==> src/logic/ssm_params.svh <==
// Constants for the slave state machine block: state codes, error codes,
// mailbox protocol codes and channel numbers.
// Assumes inclusion by the package, the state machine module and the sim files.
`ifndef SSM_PARAMS_SVH
`define SSM_PARAMS_SVH
`define SSM_MBX_CH_A        4'h0    // First mailbox channel
`define SSM_MBX_CH_B        4'h1    // Second mailbox channel
`define SSM_PD_CH_FIRST     4'h2    // First process-data channel
`define SSM_REQ_POWERUP     3'h1
`define SSM_REQ_CONFIG      3'h2
`define SSM_REQ_UPDATE      3'h3
`define SSM_REQ_INPUTS      3'h4
`define SSM_REQ_RUNNING     3'h5
`define SSM_ERR_NONE        4'h0
`define SSM_ERR_MBX_SETUP   4'h1
`define SSM_ERR_PD_SETUP    4'h2
`define SSM_ERR_DC_SETUP    4'h3
`define SSM_ERR_BAD_TRANS   4'h4
`define SSM_MBX_PROTO_FILE  4'h4    // File-transfer mailbox protocol code
`endif

==> src/logic/ssm_pkg.sv <==
// Types for the slave state machine block.
// Assumes ssm_params.svh is found on the include path.
`include "ssm_params.svh"
package ssm_pkg;
   // Gray codes along powerup->config->inputs->running
   typedef enum logic [2:0] {
      SSM_POWERUP = 3'b000,
      SSM_CONFIG  = 3'b001,
      SSM_INPUTS  = 3'b011,
      SSM_RUNNING = 3'b010,
      SSM_UPDATE  = 3'b100
   } ssm_state_t;
endpackage : ssm_pkg

==> src/logic/ssm_output_gate.sv <==
// Output gate of the slave state machine: holds physical outputs at the
// safe value, or at zero in reset, unless the state allows live data.
// Assumes output data and safe value are synchronous to core_clk.
`timescale 1ns/100ps
`default_nettype none
module ssm_output_gate #(
   parameter int OUT_W = 8
) (
   input  wire logic             core_clk,
   input  wire logic             rst,
   input  wire logic             liveEn,
   input  wire logic [OUT_W-1:0] outData,
   input  wire logic [OUT_W-1:0] safeValue,
   output logic      [OUT_W-1:0] physOut
);
   logic [OUT_W-1:0] physOut_q;
   logic [OUT_W-1:0] physOut_d;

   // Select live data or safe value
   assign physOut_d = liveEn ? outData : safeValue;
   assign physOut   = physOut_q;

   // Registered so outputs never glitch on a state change
   always_ff @(posedge core_clk) begin
      if (rst) begin
         physOut_q <= '0;
      end else begin
         physOut_q <= physOut_d;
      end
   end

   gate_safe_a: assert property (@(posedge core_clk) disable iff (rst)
      !liveEn |=> physOut == $past(safeValue))
      else $error("output not safe while gated");
   gate_live_a: assert property (@(posedge core_clk) disable iff (rst)
      liveEn |=> physOut == $past(outData))
      else $error("output not following data");
endmodule : ssm_output_gate
`default_nettype wire

==> src/logic/ssm_slave_state_machine.sv <==
// Per-slave communication state machine: state changes on master request,
// configuration checks, traffic gating, input snapshot and output gate.
// Assumes one clock, synchronous reset, and that setup-valid flags are
// computed by the surrounding controller from the channel setup it holds.
`timescale 1ns/100ps
`default_nettype none
`include "ssm_params.svh"
//  Contract
// - After reset the slave sits in power-up and refuses mailbox and process data.
// - Power-up to config is entered only if the mailbox channel setup is valid.
// - In config mailbox traffic is accepted but no process data.
// - Config to inputs-only checks process-data and, if used, clock settings.
// - Inputs are copied to shared memory before entry to inputs-only from config is acknowledged.
// - Inputs-only allows all traffic, refreshes inputs, holds outputs safe while monitoring is on.
// - With monitoring on outputs take the safe value, else they may drive in inputs-only.
// - Running copies output data to physical outputs with all traffic allowed.
// - Firmware update accepts only file-transfer mailbox traffic.
module ssm_slave_state_machine
   import ssm_pkg::*;
#(
   parameter int OUT_W = 8,
   parameter int IN_W  = 8
) (
   input  wire logic             core_clk,
   input  wire logic             rst,
   input  wire logic             reqValid,
   input  wire logic [2:0]       reqState,
   input  wire logic             mbxSetupOk,
   input  wire logic             pdSetupOk,
   input  wire logic             dcUsed,
   input  wire logic             dcSetupOk,
   input  wire logic             outDataValid,
   input  wire logic             monitorEn,
   input  wire logic             mbxReq,
   input  wire logic [3:0]       mbxProto,
   input  wire logic             pdReq,
   input  wire logic             inputTick,
   input  wire logic [IN_W-1:0]  inputPins,
   input  wire logic [OUT_W-1:0] outData,
   input  wire logic [OUT_W-1:0] safeValue,
   output logic                  reqAck,
   output logic                  reqErr,
   output logic [3:0]            errCode,
   output logic [2:0]            curState,
   output logic                  mbxAccept,
   output logic                  mbxReject,
   output logic                  pdAccept,
   output logic                  pdReject,
   output logic [IN_W-1:0]       inputImage,
   output logic                  inputWrite,
   output logic [OUT_W-1:0]      physOut
);
   ssm_state_t      state_q, state_d;
   logic [3:0]      errCode_q, errCode_d;
   logic            ack_q, ack_d, err_q, err_d;
   logic [IN_W-1:0] image_q;
   logic            snapPend_q;
   logic            inWr_q;

   // Check helper, used by the config to inputs-only transition
   function automatic logic pdChecksPass(input logic pd, input logic used, input logic dc);
      pdChecksPass = pd && (!used || dc);
   endfunction : pdChecksPass

   // Request decode
   wire reqConfig  = reqValid && (reqState == `SSM_REQ_CONFIG);
   wire reqUpdate  = reqValid && (reqState == `SSM_REQ_UPDATE);
   wire reqInputs  = reqValid && (reqState == `SSM_REQ_INPUTS);
   wire reqRunning = reqValid && (reqState == `SSM_REQ_RUNNING);
   wire reqPowerup = reqValid && (reqState == `SSM_REQ_POWERUP);
   wire pdOk       = pdChecksPass(pdSetupOk, dcUsed, dcSetupOk);

   // Traffic gating per state
   wire inPowerup  = (state_q == SSM_POWERUP);
   wire inUpdate   = (state_q == SSM_UPDATE);
   wire fileProto  = (mbxProto == `SSM_MBX_PROTO_FILE);
   wire mbxAllowed = !inPowerup && (!inUpdate || fileProto);
   wire pdAllowed  = (state_q == SSM_INPUTS) || (state_q == SSM_RUNNING);
   assign mbxAccept = mbxReq && mbxAllowed;
   assign mbxReject = mbxReq && !mbxAllowed;
   assign pdAccept  = pdReq && pdAllowed;
   assign pdReject  = pdReq && !pdAllowed;

   // Live outputs only in running, or in inputs-only with monitoring off
   wire liveEn = (state_q == SSM_RUNNING) || ((state_q == SSM_INPUTS) && !monitorEn);

   // Next state; the entry from config into inputs-only waits for the snapshot, so the
   // ack of that move is given a cycle later from snapPend_q
   always_comb begin
      state_d   = state_q;
      errCode_d = errCode_q;
      ack_d     = 1'b0;
      err_d     = 1'b0;
      if (snapPend_q) begin
         state_d = SSM_INPUTS;
         ack_d   = 1'b1;
      end else if (reqPowerup) begin
         state_d   = SSM_POWERUP;
         errCode_d = `SSM_ERR_NONE;
         ack_d     = 1'b1;
      end else if (reqValid) begin
         unique case (state_q)
            SSM_POWERUP: begin
               if (reqConfig && mbxSetupOk) begin
                  state_d = SSM_CONFIG;
                  ack_d   = 1'b1;
               end else if (reqConfig) begin
                  errCode_d = `SSM_ERR_MBX_SETUP;
                  err_d     = 1'b1;
               end else if (reqUpdate) begin
                  state_d = SSM_UPDATE;
                  ack_d   = 1'b1;
               end else begin
                  errCode_d = `SSM_ERR_BAD_TRANS;
                  err_d     = 1'b1;
               end
            end
            SSM_CONFIG: begin
               if (reqInputs && pdOk) begin
                  ack_d = 1'b0; // Ack follows the snapshot
               end else if (reqInputs) begin
                  errCode_d = pdSetupOk ? `SSM_ERR_DC_SETUP : `SSM_ERR_PD_SETUP;
                  err_d     = 1'b1;
               end else if (reqConfig) begin
                  ack_d = 1'b1;
               end else begin
                  errCode_d = `SSM_ERR_BAD_TRANS;
                  err_d     = 1'b1;
               end
            end
            SSM_INPUTS: begin
               if (reqRunning && outDataValid) begin
                  state_d = SSM_RUNNING;
                  ack_d   = 1'b1;
               end else if (reqConfig) begin
                  state_d = SSM_CONFIG;
                  ack_d   = 1'b1;
               end else begin
                  errCode_d = `SSM_ERR_BAD_TRANS;
                  err_d     = 1'b1;
               end
            end
            SSM_RUNNING: begin
               if (reqInputs || reqConfig) begin
                  state_d = reqInputs ? SSM_INPUTS : SSM_CONFIG;
                  ack_d   = 1'b1;
               end else begin
                  errCode_d = `SSM_ERR_BAD_TRANS;
                  err_d     = 1'b1;
               end
            end
            SSM_UPDATE: begin
               errCode_d = `SSM_ERR_BAD_TRANS; // Only power-up leaves update
               err_d     = 1'b1;
            end
            default: begin
               state_d = SSM_POWERUP;
            end
         endcase
      end
   end

   wire startSnap = !snapPend_q && reqInputs && (state_q == SSM_CONFIG) && pdOk;
   wire cycSnap   = inputTick && pdAllowed; // Cyclic refresh in inputs-only and running

   // State and answer registers
   always_ff @(posedge core_clk) begin
      if (rst) begin
         state_q   <= SSM_POWERUP;
         errCode_q <= `SSM_ERR_NONE;
         ack_q     <= 1'b0;
         err_q     <= 1'b0;
      end else begin
         state_q   <= state_d;
         errCode_q <= errCode_d;
         ack_q     <= ack_d;
         err_q     <= err_d;
      end
   end

   // Input snapshot into the shared memory image
   always_ff @(posedge core_clk) begin
      if (rst) begin
         image_q    <= '0;
         snapPend_q <= 1'b0;
         inWr_q     <= 1'b0;
      end else begin
         snapPend_q <= startSnap;
         inWr_q     <= startSnap || cycSnap;
         if (startSnap || cycSnap) begin
            image_q <= inputPins;
         end
      end
   end

   assign reqAck     = ack_q;
   assign reqErr     = err_q;
   assign errCode    = errCode_q;
   assign curState   = state_q;
   assign inputImage = image_q;
   assign inputWrite = inWr_q;

   ssm_output_gate #(
      .OUT_W (OUT_W)
   ) u_gate (
      .core_clk  (core_clk),
      .rst       (rst),
      .liveEn    (liveEn),
      .outData   (outData),
      .safeValue (safeValue),
      .physOut   (physOut)
   );

   powerup_gate_a: assert property (@(posedge core_clk) disable iff (rst)
      (curState == SSM_POWERUP) |-> !mbxAccept && !pdAccept)
      else $error("traffic accepted in power-up");
   config_check_a: assert property (@(posedge core_clk) disable iff (rst)
      (state_q == SSM_POWERUP) && reqConfig && !mbxSetupOk && !snapPend_q
      |=> state_q == SSM_POWERUP && reqErr && errCode == `SSM_ERR_MBX_SETUP)
      else $error("bad mailbox setup not refused");
   config_pd_a: assert property (@(posedge core_clk) disable iff (rst)
      (state_q == SSM_CONFIG) |-> mbxAllowed && !pdAccept)
      else $error("config state gating wrong");
   inputs_check_a: assert property (@(posedge core_clk) disable iff (rst)
      (state_q == SSM_CONFIG) && reqInputs && !pdOk && !snapPend_q
      |=> state_q == SSM_CONFIG && reqErr)
      else $error("bad process-data setup not refused");
   snap_before_ack_a: assert property (@(posedge core_clk) disable iff (rst)
      startSnap |=> inputWrite && inputImage == $past(inputPins) ##1
      reqAck && curState == SSM_INPUTS)
      else $error("inputs-only acked without snapshot");
   safe_outputs_a: assert property (@(posedge core_clk) disable iff (rst)
      (state_q == SSM_INPUTS) && monitorEn |=> physOut == $past(safeValue))
      else $error("outputs not safe in inputs-only");
   update_entry_a: assert property (@(posedge core_clk) disable iff (rst)
      (state_q != SSM_POWERUP) && (state_q != SSM_UPDATE) && !snapPend_q && reqUpdate
      |=> state_q != SSM_UPDATE && reqErr)
      else $error("update entered from wrong state");
   update_mbx_a: assert property (@(posedge core_clk) disable iff (rst)
      (state_q == SSM_UPDATE) && mbxReq |-> mbxAccept == fileProto && !pdAccept)
      else $error("update state gating wrong");
   run_entry_a: assert property (@(posedge core_clk) disable iff (rst)
      (state_q == SSM_INPUTS) && reqRunning && !outDataValid && !snapPend_q
      |=> state_q == SSM_INPUTS)
      else $error("running entered without valid data");

   cov_to_run_c:  cover property (@(posedge core_clk) disable iff (rst)
      state_q == SSM_INPUTS ##1 state_q == SSM_RUNNING);
   cov_update_c:  cover property (@(posedge core_clk) disable iff (rst)
      state_q == SSM_UPDATE && mbxAccept);
   cov_err_c:     cover property (@(posedge core_clk) disable iff (rst) reqErr);
   cov_snap_c:    cover property (@(posedge core_clk) disable iff (rst) startSnap);
endmodule : ssm_slave_state_machine
`default_nettype wire

==> config.mk <==
export PLATFORM = sky130hd
export DESIGN_NAME = ssm_slave_state_machine
export DESIGN_NICKNAME = d
export VERILOG_FILES = /design/src/logic/ssm_pkg.sv /design/src/logic/ssm_output_gate.sv /design/src/logic/ssm_slave_state_machine.sv
export VERILOG_INCLUDE_DIRS = /design/src /design/src/logic
export SDC_FILE = /design/constraint.sdc
export NUM_CORES = 1
export LEC_CHECK = 0
export ABC_AREA = 1
export BUFFER_PORTS_ARGS = -buffer_cell sky130_fd_sc_hd__buf_4
export CAP_MARGIN = 20
export CORE_UTILIZATION = 49
export DETAILED_ROUTE_END_ITERATION = 16
export GPL_TIMING_DRIVEN = 0
export PLACE_DENSITY = 0.84
export SETUP_SLACK_MARGIN = 0.4
export SYNTH_ARGS = -nofsm -noshare
export SYNTH_HDL_FRONTEND = slang
export SYNTH_SLANG_ARGS = --single-unit
==> constraint.sdc <==
create_clock -name core_clk -period 3.6 [get_ports core_clk]
set_input_delay 0.36 -clock core_clk [delete_from_list [all_inputs] [get_ports core_clk]]
set_output_delay 0.36 -clock core_clk [all_outputs]
set_load 0.02 [all_outputs]
==> run metrics, run 1 <==
status=finished clean; syn_area_per_cell=between 6 and 7 µm²; Fin. Hold Viols=0; I/O Buffers=about 70; num rows=19; clock sink count=27; Clock power frac=22.3%; placed cell count=318; Critical Path AT=1.48 ns; Starting Density=52.4%; RD Place Congestion=0.907; commonest non-fill, non-tap cell in the layout=buf_4; Max Cap Violations=0; Post-Layout Cell Count=322; Worst Tran Pin Value=0.453 ns; Bufs on Longest Clock Path=2; Cell Chain, Critical Path=inv_2 > nand2_2 > a31oi_1 > inv_1 > nor2_1 > buf_4; CP max stage delay=0.42 ns; area of the mapped netlist=about 1500 µm²; post-DP HPWL=2910 µm; WP data required=between 3 and 4 ns; Post-Syn Instances=215; Pwr Density=slightly below 300 nW/µm²; synth warn=0; worst-skew pair later-pin latency=0.32 ns; most frequent cells in the layout=buf_4, nor2_1, nand2_1; clock skew=between 0.007 and 0.008 ns; Cell variety after synth=27; headroom to the max-slew limit=69.5%; HP Class=input pin to flip-flop; CTS Hold Bufs=0; number of vias per cell=4.92; TNS Setup=0 ns; endpoints failing setup=0; final WL=about 3600 µm; largest net degree at the start of global routing=17; Final period util=51.2%; total gr overflow=0; antenna cell count=0; CTS Buf Count=3; Worst VDD drop=0.000262 V; H-Tree Depth=1; Sw Ratio=29.0%; Seq pwr share=53.2%; clock-pin transition on the worst setup and hold timing paths=0.15 ns; Vias=1585; TritonCTS clock tree=built; worst-path maximum fanout=7; Initial DRC Count=66; first-pass GRT wire length=slightly above 6000 µm; crit end category=primary output; die area=3200 µm²; Psw=0.000173 W; critical path class=flip-flop to primary output; Layout Nets=335; DRC Markers=0; clock root cell=clkbuf_4; share of layout cells above drive strength 1=about two fifths; number of synthesized register bits=27; Die Ht=56.5 µm; GRT Overall Usage=24.1%; Slowest-stage cell, CP=dfxtp_1; initial antenna violation count=0; vias in the first global route=1430; Area growth syn-to-layout=41.8%; Ports=73; Worst setup SP type=flip-flop; die width=56.5 µm; Post-Synthesis Net Count=258; Antenna Violating Nets Remaining=0; drt wl/cell=11.2 µm; final worst path period need=1.84 ns; fmax=543 MHz; post-CTS setup buffer count=0; Int Pwr=0.000423 W; post-synthesis sequential area ratio=37.1%; fin. max-slew vios=0; unrepaired setup endpoints after global routing=no; Comb power frac=24.5%; P_leak=1.09 nW; Core ar.=2780 µm²; CTS-repair resized insts=0; DRT Pass-1 Iters=4
[metal layers]
layer | part of all wire [%] | GRT usage (%) | routed length [µm] | vias up
li1 | - | - | - | 846
met1 | 47 | 32.5 | 1690 | 685
met2 | 47 | 40.0 | 1680 | 50
met3 | 5.6 | 4.15 | 203 | 4
met4 | 0.86 | 5.92 | 31 | 0
met5 | 0 | 0 | 0 | -
[registers in the layout (all words and copies together), names as in the netlist]
register        count
curState            3
snapPend_q          1
reqErr              1
inputImage          8
inputWrite          1
reqAck              1
u_gate.physOut      8
errCode             4
[cell type report]
type                       instances  area [µm²]
buffer                             3        30.0
sequential                        27         541
inverter                          24        92.6
multi-input combinational        161         795
fill                             263         714
clock inverter                     1        7.51
tap                               31        38.8
clock buffer                       3        22.5
timing repair buffer              72         541
[power groups by stage]
stage	sequential [W]	combinational [W]	clock, W
after floorplan	0.000336	0.0000634	0
after global placement	0.000323	0.000144	0
after detailed placement	0.000323	0.000146	0
after CTS	0.000317	0.000147	0.000142
after global routing	0.000318	0.000160	0.000153
final	0.000317	0.000146	0.000133
[final timing paths]
check | end | depth (start not counted) | slack, ns | start
max | mbxReject | 6 | 1.76 | curState[1]$_SDFFE_PP0P_
min | curState[1]$_SDFFE_PP0P_ | 2 | 0.21 | rst
max reg2reg | u_gate.physOut[4]$_SDFF_PP0_ | 6 | 1.90 | curState[1]$_SDFFE_PP0P_
min reg2reg | errCode[2]$_SDFFE_PP0P_ | 2 | 0.51 | errCode[2]$_SDFFE_PP0P_
[kinds of logic after synthesis]
logic type | share of synthesized area, %
simple gates | 43.4
compound gates | 11.1
flops | 37.1
buf+inv | 8.41
[through the flow]
step	hold slack (ns)	area, µm²	util, %	total power (W)	setup WS, ns
after floorplan	0.429	1460	-	0.000400	2.09
after CTS	0.192	2070	74.3	0.000606	1.75
after global placement	0.482	2040	73.2	0.000467	2.05
after global routing	0.187	2070	74.3	0.000631	1.63
after detailed placement	0.482	2040	73.2	0.000469	2.00
final	0.205	2070	74.3	0.000595	1.76
[critical path, delay by kind of cell (launching register included)]
| family | cells | cell delay [ns] |
|---|---|---|
| compound gates | 1 | 0.18 |
| flops | 1 | 0.42 |
| buf+inv | 3 | 0.38 |
| simple gates | 2 | 0.18 |
[synthesized netlist by cell type (all sizes together)]
| master | number | area [µm²] |
|---|---|---|
| nor2 | 65 | 284 |
| nand2 | 44 | 208 |
| dfxtp | 27 | 541 |
| inv | 24 | 92.6 |
| o21ai | 19 | 95.1 |
| nand3 | 16 | 100 |
| a21oi | 5 | 25.0 |
| nand4 | 3 | 25.0 |
| a31oi | 2 | 12.5 |
| buf | 2 | 26.3 |
| nor3 | 2 | 10.0 |
| a21boi | 1 | 7.51 |
| and3 | 1 | 6.26 |
| clkbuf | 1 | 3.75 |
| o211ai | 1 | 7.51 |
| o21bai | 1 | 7.51 |
| o22ai | 1 | 6.26 |
(Power assumes the default switching activity.)
==> run 2, diff against run 1 <==
--- a/config.mk
+++ b/config.mk
@@ -9,10 +9,10 @@
 export ABC_AREA = 1
 export BUFFER_PORTS_ARGS = -buffer_cell sky130_fd_sc_hd__buf_4
 export CAP_MARGIN = 20
-export CORE_UTILIZATION = 49
+export CORE_UTILIZATION = 45
 export DETAILED_ROUTE_END_ITERATION = 16
 export GPL_TIMING_DRIVEN = 0
-export PLACE_DENSITY = 0.84
+export PLACE_DENSITY = 0.78
 export SETUP_SLACK_MARGIN = 0.4
 export SYNTH_ARGS = -nofsm -noshare
 export SYNTH_HDL_FRONTEND = slang
==> constraint.sdc (replaced) <==
create_clock -name core_clk -period 1.81 [get_ports core_clk]
set_input_delay 0.181 -clock core_clk [delete_from_list [all_inputs] [get_ports core_clk]]
set_output_delay 0.181 -clock core_clk [all_outputs]
set_load 0.02 [all_outputs]
==> run 2 against run 1 <==
Sequential share of layout area shrank 2.8 points. Register-to-register slack worse by 1.5 ns. Setup slack got worse by 1.4 ns. Clock skew shrank 0.0026 ns. Sequential power rose by 98%. Combinational power is 130% higher. Critical path depth down 2. First-iteration DRC count is 26% lower. Global-route usage decreased by 2.1 points. Via count grew 4.7%. Clock power grew 110%. Power up 110%. Critical path type unchanged. Largest cell class unchanged. Largest power group unchanged.
==> run metrics, run 2 (same netlist as run 1, synthesis figures left out) <==
Post-Layout Cell Count=348 (+8.1%); Comb power frac=27.2% (+2.7 points); Clock power frac=22.0% (-0.3 points); Crit. Startpoint=curState[2]$_SDFFE_PP0P_; first-pass GRT wire length=5980 µm (-2.8%); clock skew=0.00525 ns (-0.00255 ns); CTS Buf Count=3 (unchanged); uppermost layer routed=met4; Tot Pwr=0.00124 W (+110%); GRT Overall Usage=22.1% (-2.1 points); largest net degree at the start of global routing=17 (unchanged); RD Place Congestion=0.870 (-4.0%); TNS Setup=0 ns (unchanged); Seq pwr share=50.8% (-2.4 points); worst-case reg-to-reg path depth=12 (+6); Final period util=approximately four fifths; headroom to the max-slew limit=61.2% (-8.3 points); Fin. Hold Viols=0 (unchanged); Die Ht=58.9 µm (+4.2%); worst-path maximum fanout=7 (unchanged); Pwr Density=527 nW/µm² (+83%); total gr overflow=0 (unchanged); Max Cap Violations=0 (unchanged); Core Util, Final=76.9% (+2.6 points); unrepaired setup endpoints after global routing=yes; vias in the first global route=1353 (-5.4%); final worst setup slack=0.329 ns (-1.43 ns); I/O Buffers=72 (unchanged); initial antenna violation count=0 (unchanged); metal2 WL=1960 µm (+17%); DRT Pass-1 Iters=5 (+1); pre-CTS WS=0.331 ns (-1.67 ns); endpoints failing setup=0 (unchanged); P_leak=1.16 nW (+6.5%); fin. max-slew vios=0 (unchanged); Worst Tran Pin Value=0.577 ns (+0.124 ns); critical path class=flip-flop to primary output; Core ar.=3050 µm² (+9.8%); worst-skew pair later-pin latency=0.33 ns (about the same); TritonCTS clock tree=built; antenna cell count=0 (unchanged); most frequent cells in the layout=buf_4, nor2_1, nand2_1; Worst setup SP type=flip-flop; Bufs on Longest Clock Path=2 (unchanged); Antenna Violating Nets Remaining=0 (unchanged); clock sink count=27 (unchanged); FF-to-FF End=errCode[0]$_SDFFE_PP0P_; Worst VDD drop=0.000342 V (+31%); final worst path period need=between 1 and 1.5 ns; Int Pwr=0.000865 W (+100%); WP data required=1.63 ns (-1.61 ns); DRC Markers=0 (unchanged); share of layout cells above drive strength 1=46.7% (+8.2 points); met3 WL=160 µm (-21%); crit path to=pdAccept; Ports=73 (unchanged); number of vias per cell=4.77 (-3.2%); Psw=0.000373 W (+120%); Initial DRC Count=49 (-26%); crit end category=primary output; R2R Setup Slk=0.37 ns (-1.53 ns); fmax=675 MHz; HP Class=input pin to flip-flop; Critical Path AT=1.30 ns (-0.18 ns); Starting Density=47.7% (-4.7 points); clock-pin transition on the worst setup and hold timing paths=0.15 ns (about the same); Sw Ratio=30.1% (+1.1 points); Vias=1659 (+4.7%); Layout Nets=348 (+3.9%); die width=58.9 µm (+4.2%); post-DP HPWL=2830 µm (-2.7%); num rows=20 (+1); commonest non-fill, non-tap cell in the layout=buf_4; WL met1=1810 µm (+6.9%); final WL=3960 µm (+10%); clock root cell=clkbuf_4; status=finished clean; Area growth syn-to-layout=61.1%; Reg2Reg Launch Point=curState[2]$_SDFFE_PP0P_; die area=3470 µm² (+8.6%); drt wl/cell=11.4 µm (+1.7%); placed cell count=331 (+4.1%); H-Tree Depth=1 (unchanged)
## run 2: cell count changes in the layout (fill, tap and decap cells not counted), moves of 2 or more
cell and change:
inv_8 +2, dfxtp_1 -3, inv_2 -2, nand3_2 -2, buf_4 +9, dfxtp_4 +2, nor2_1 -11, nand3_4 +2
o21ai_0 -2, nor2_4 +10, o21ai_1 +2
## run 2: final cells by class
type,count,area (µm²)
clock inverters,1,7.51
repair buffers,83,629
multi-input cells,162,932
flip-flops and latches,27,549
plain buffers,3,31.3
repair inverters,1,11.3
inverters,24,110
well taps,44,55.1
clock buffers,3,22.5
fillers,261,704
## run 2: worst min path at each step
stage / startpoint / end / slack, ns / depth (start not counted)
2_1_floorplan: rst / curState[1]$_SDFFE_PP0P_ / 0.25 / 1
3_3_place_gp: rst / curState[1]$_SDFFE_PP0P_ / 0.38 / 2
3_5_place_dp: rst / curState[1]$_SDFFE_PP0P_ / 0.39 / 2
4_1_cts: safeValue[1] / u_gate.physOut[1]$_SDFF_PP0_ / 0.05 / 3
5_1_grt: safeValue[0] / u_gate.physOut[0]$_SDFF_PP0_ / 0.04 / 3
6_report: safeValue[1] / u_gate.physOut[1]$_SDFF_PP0_ / 0.06 / 3
## run 2: per-stage QoR
stage                     hold slack, ns  cell area [µm²]
final                             0.0612             2350
after global routing              0.0385             2350
after CTS                         0.0504             2150
after detailed placement           0.387             2050
after global placement             0.376             2050
after floorplan                    0.250             1460
## run 2: worst max-delay path: stages, from the launching register on
cell and delay [ns]:
dfxtp_2 0.36, buf_6 0.12, buf_4 0.16, nor3_2 0.17
buf_4 0.16
## run 2: what timing repair did
item	CTS	global route
cloned	1	1
endpoints found under the setup margin	25	28
hold buffers	1	0
pin swaps	5	16
hold endpoints to repair	1	0
resized for setup	11	40
setup buffers	3	7
## run 2: per-layer routing
layer	global-route usage [%]	vias up
li1	-	868
met4	6.12	0
met3	1.76	4
met2	36.5	42
met5	0	-
met1	30.8	745
## run 2: power groups by stage
stage	logic, W	registers [W]	clock network, W
after detailed placement	0.000289	0.000643	0
after CTS	0.000298	0.000630	0.000286
after global routing	0.000367	0.000632	0.000318
after global placement	0.000286	0.000643	0
final	0.000336	0.000629	0.000273
after floorplan	0.000126	0.000669	0
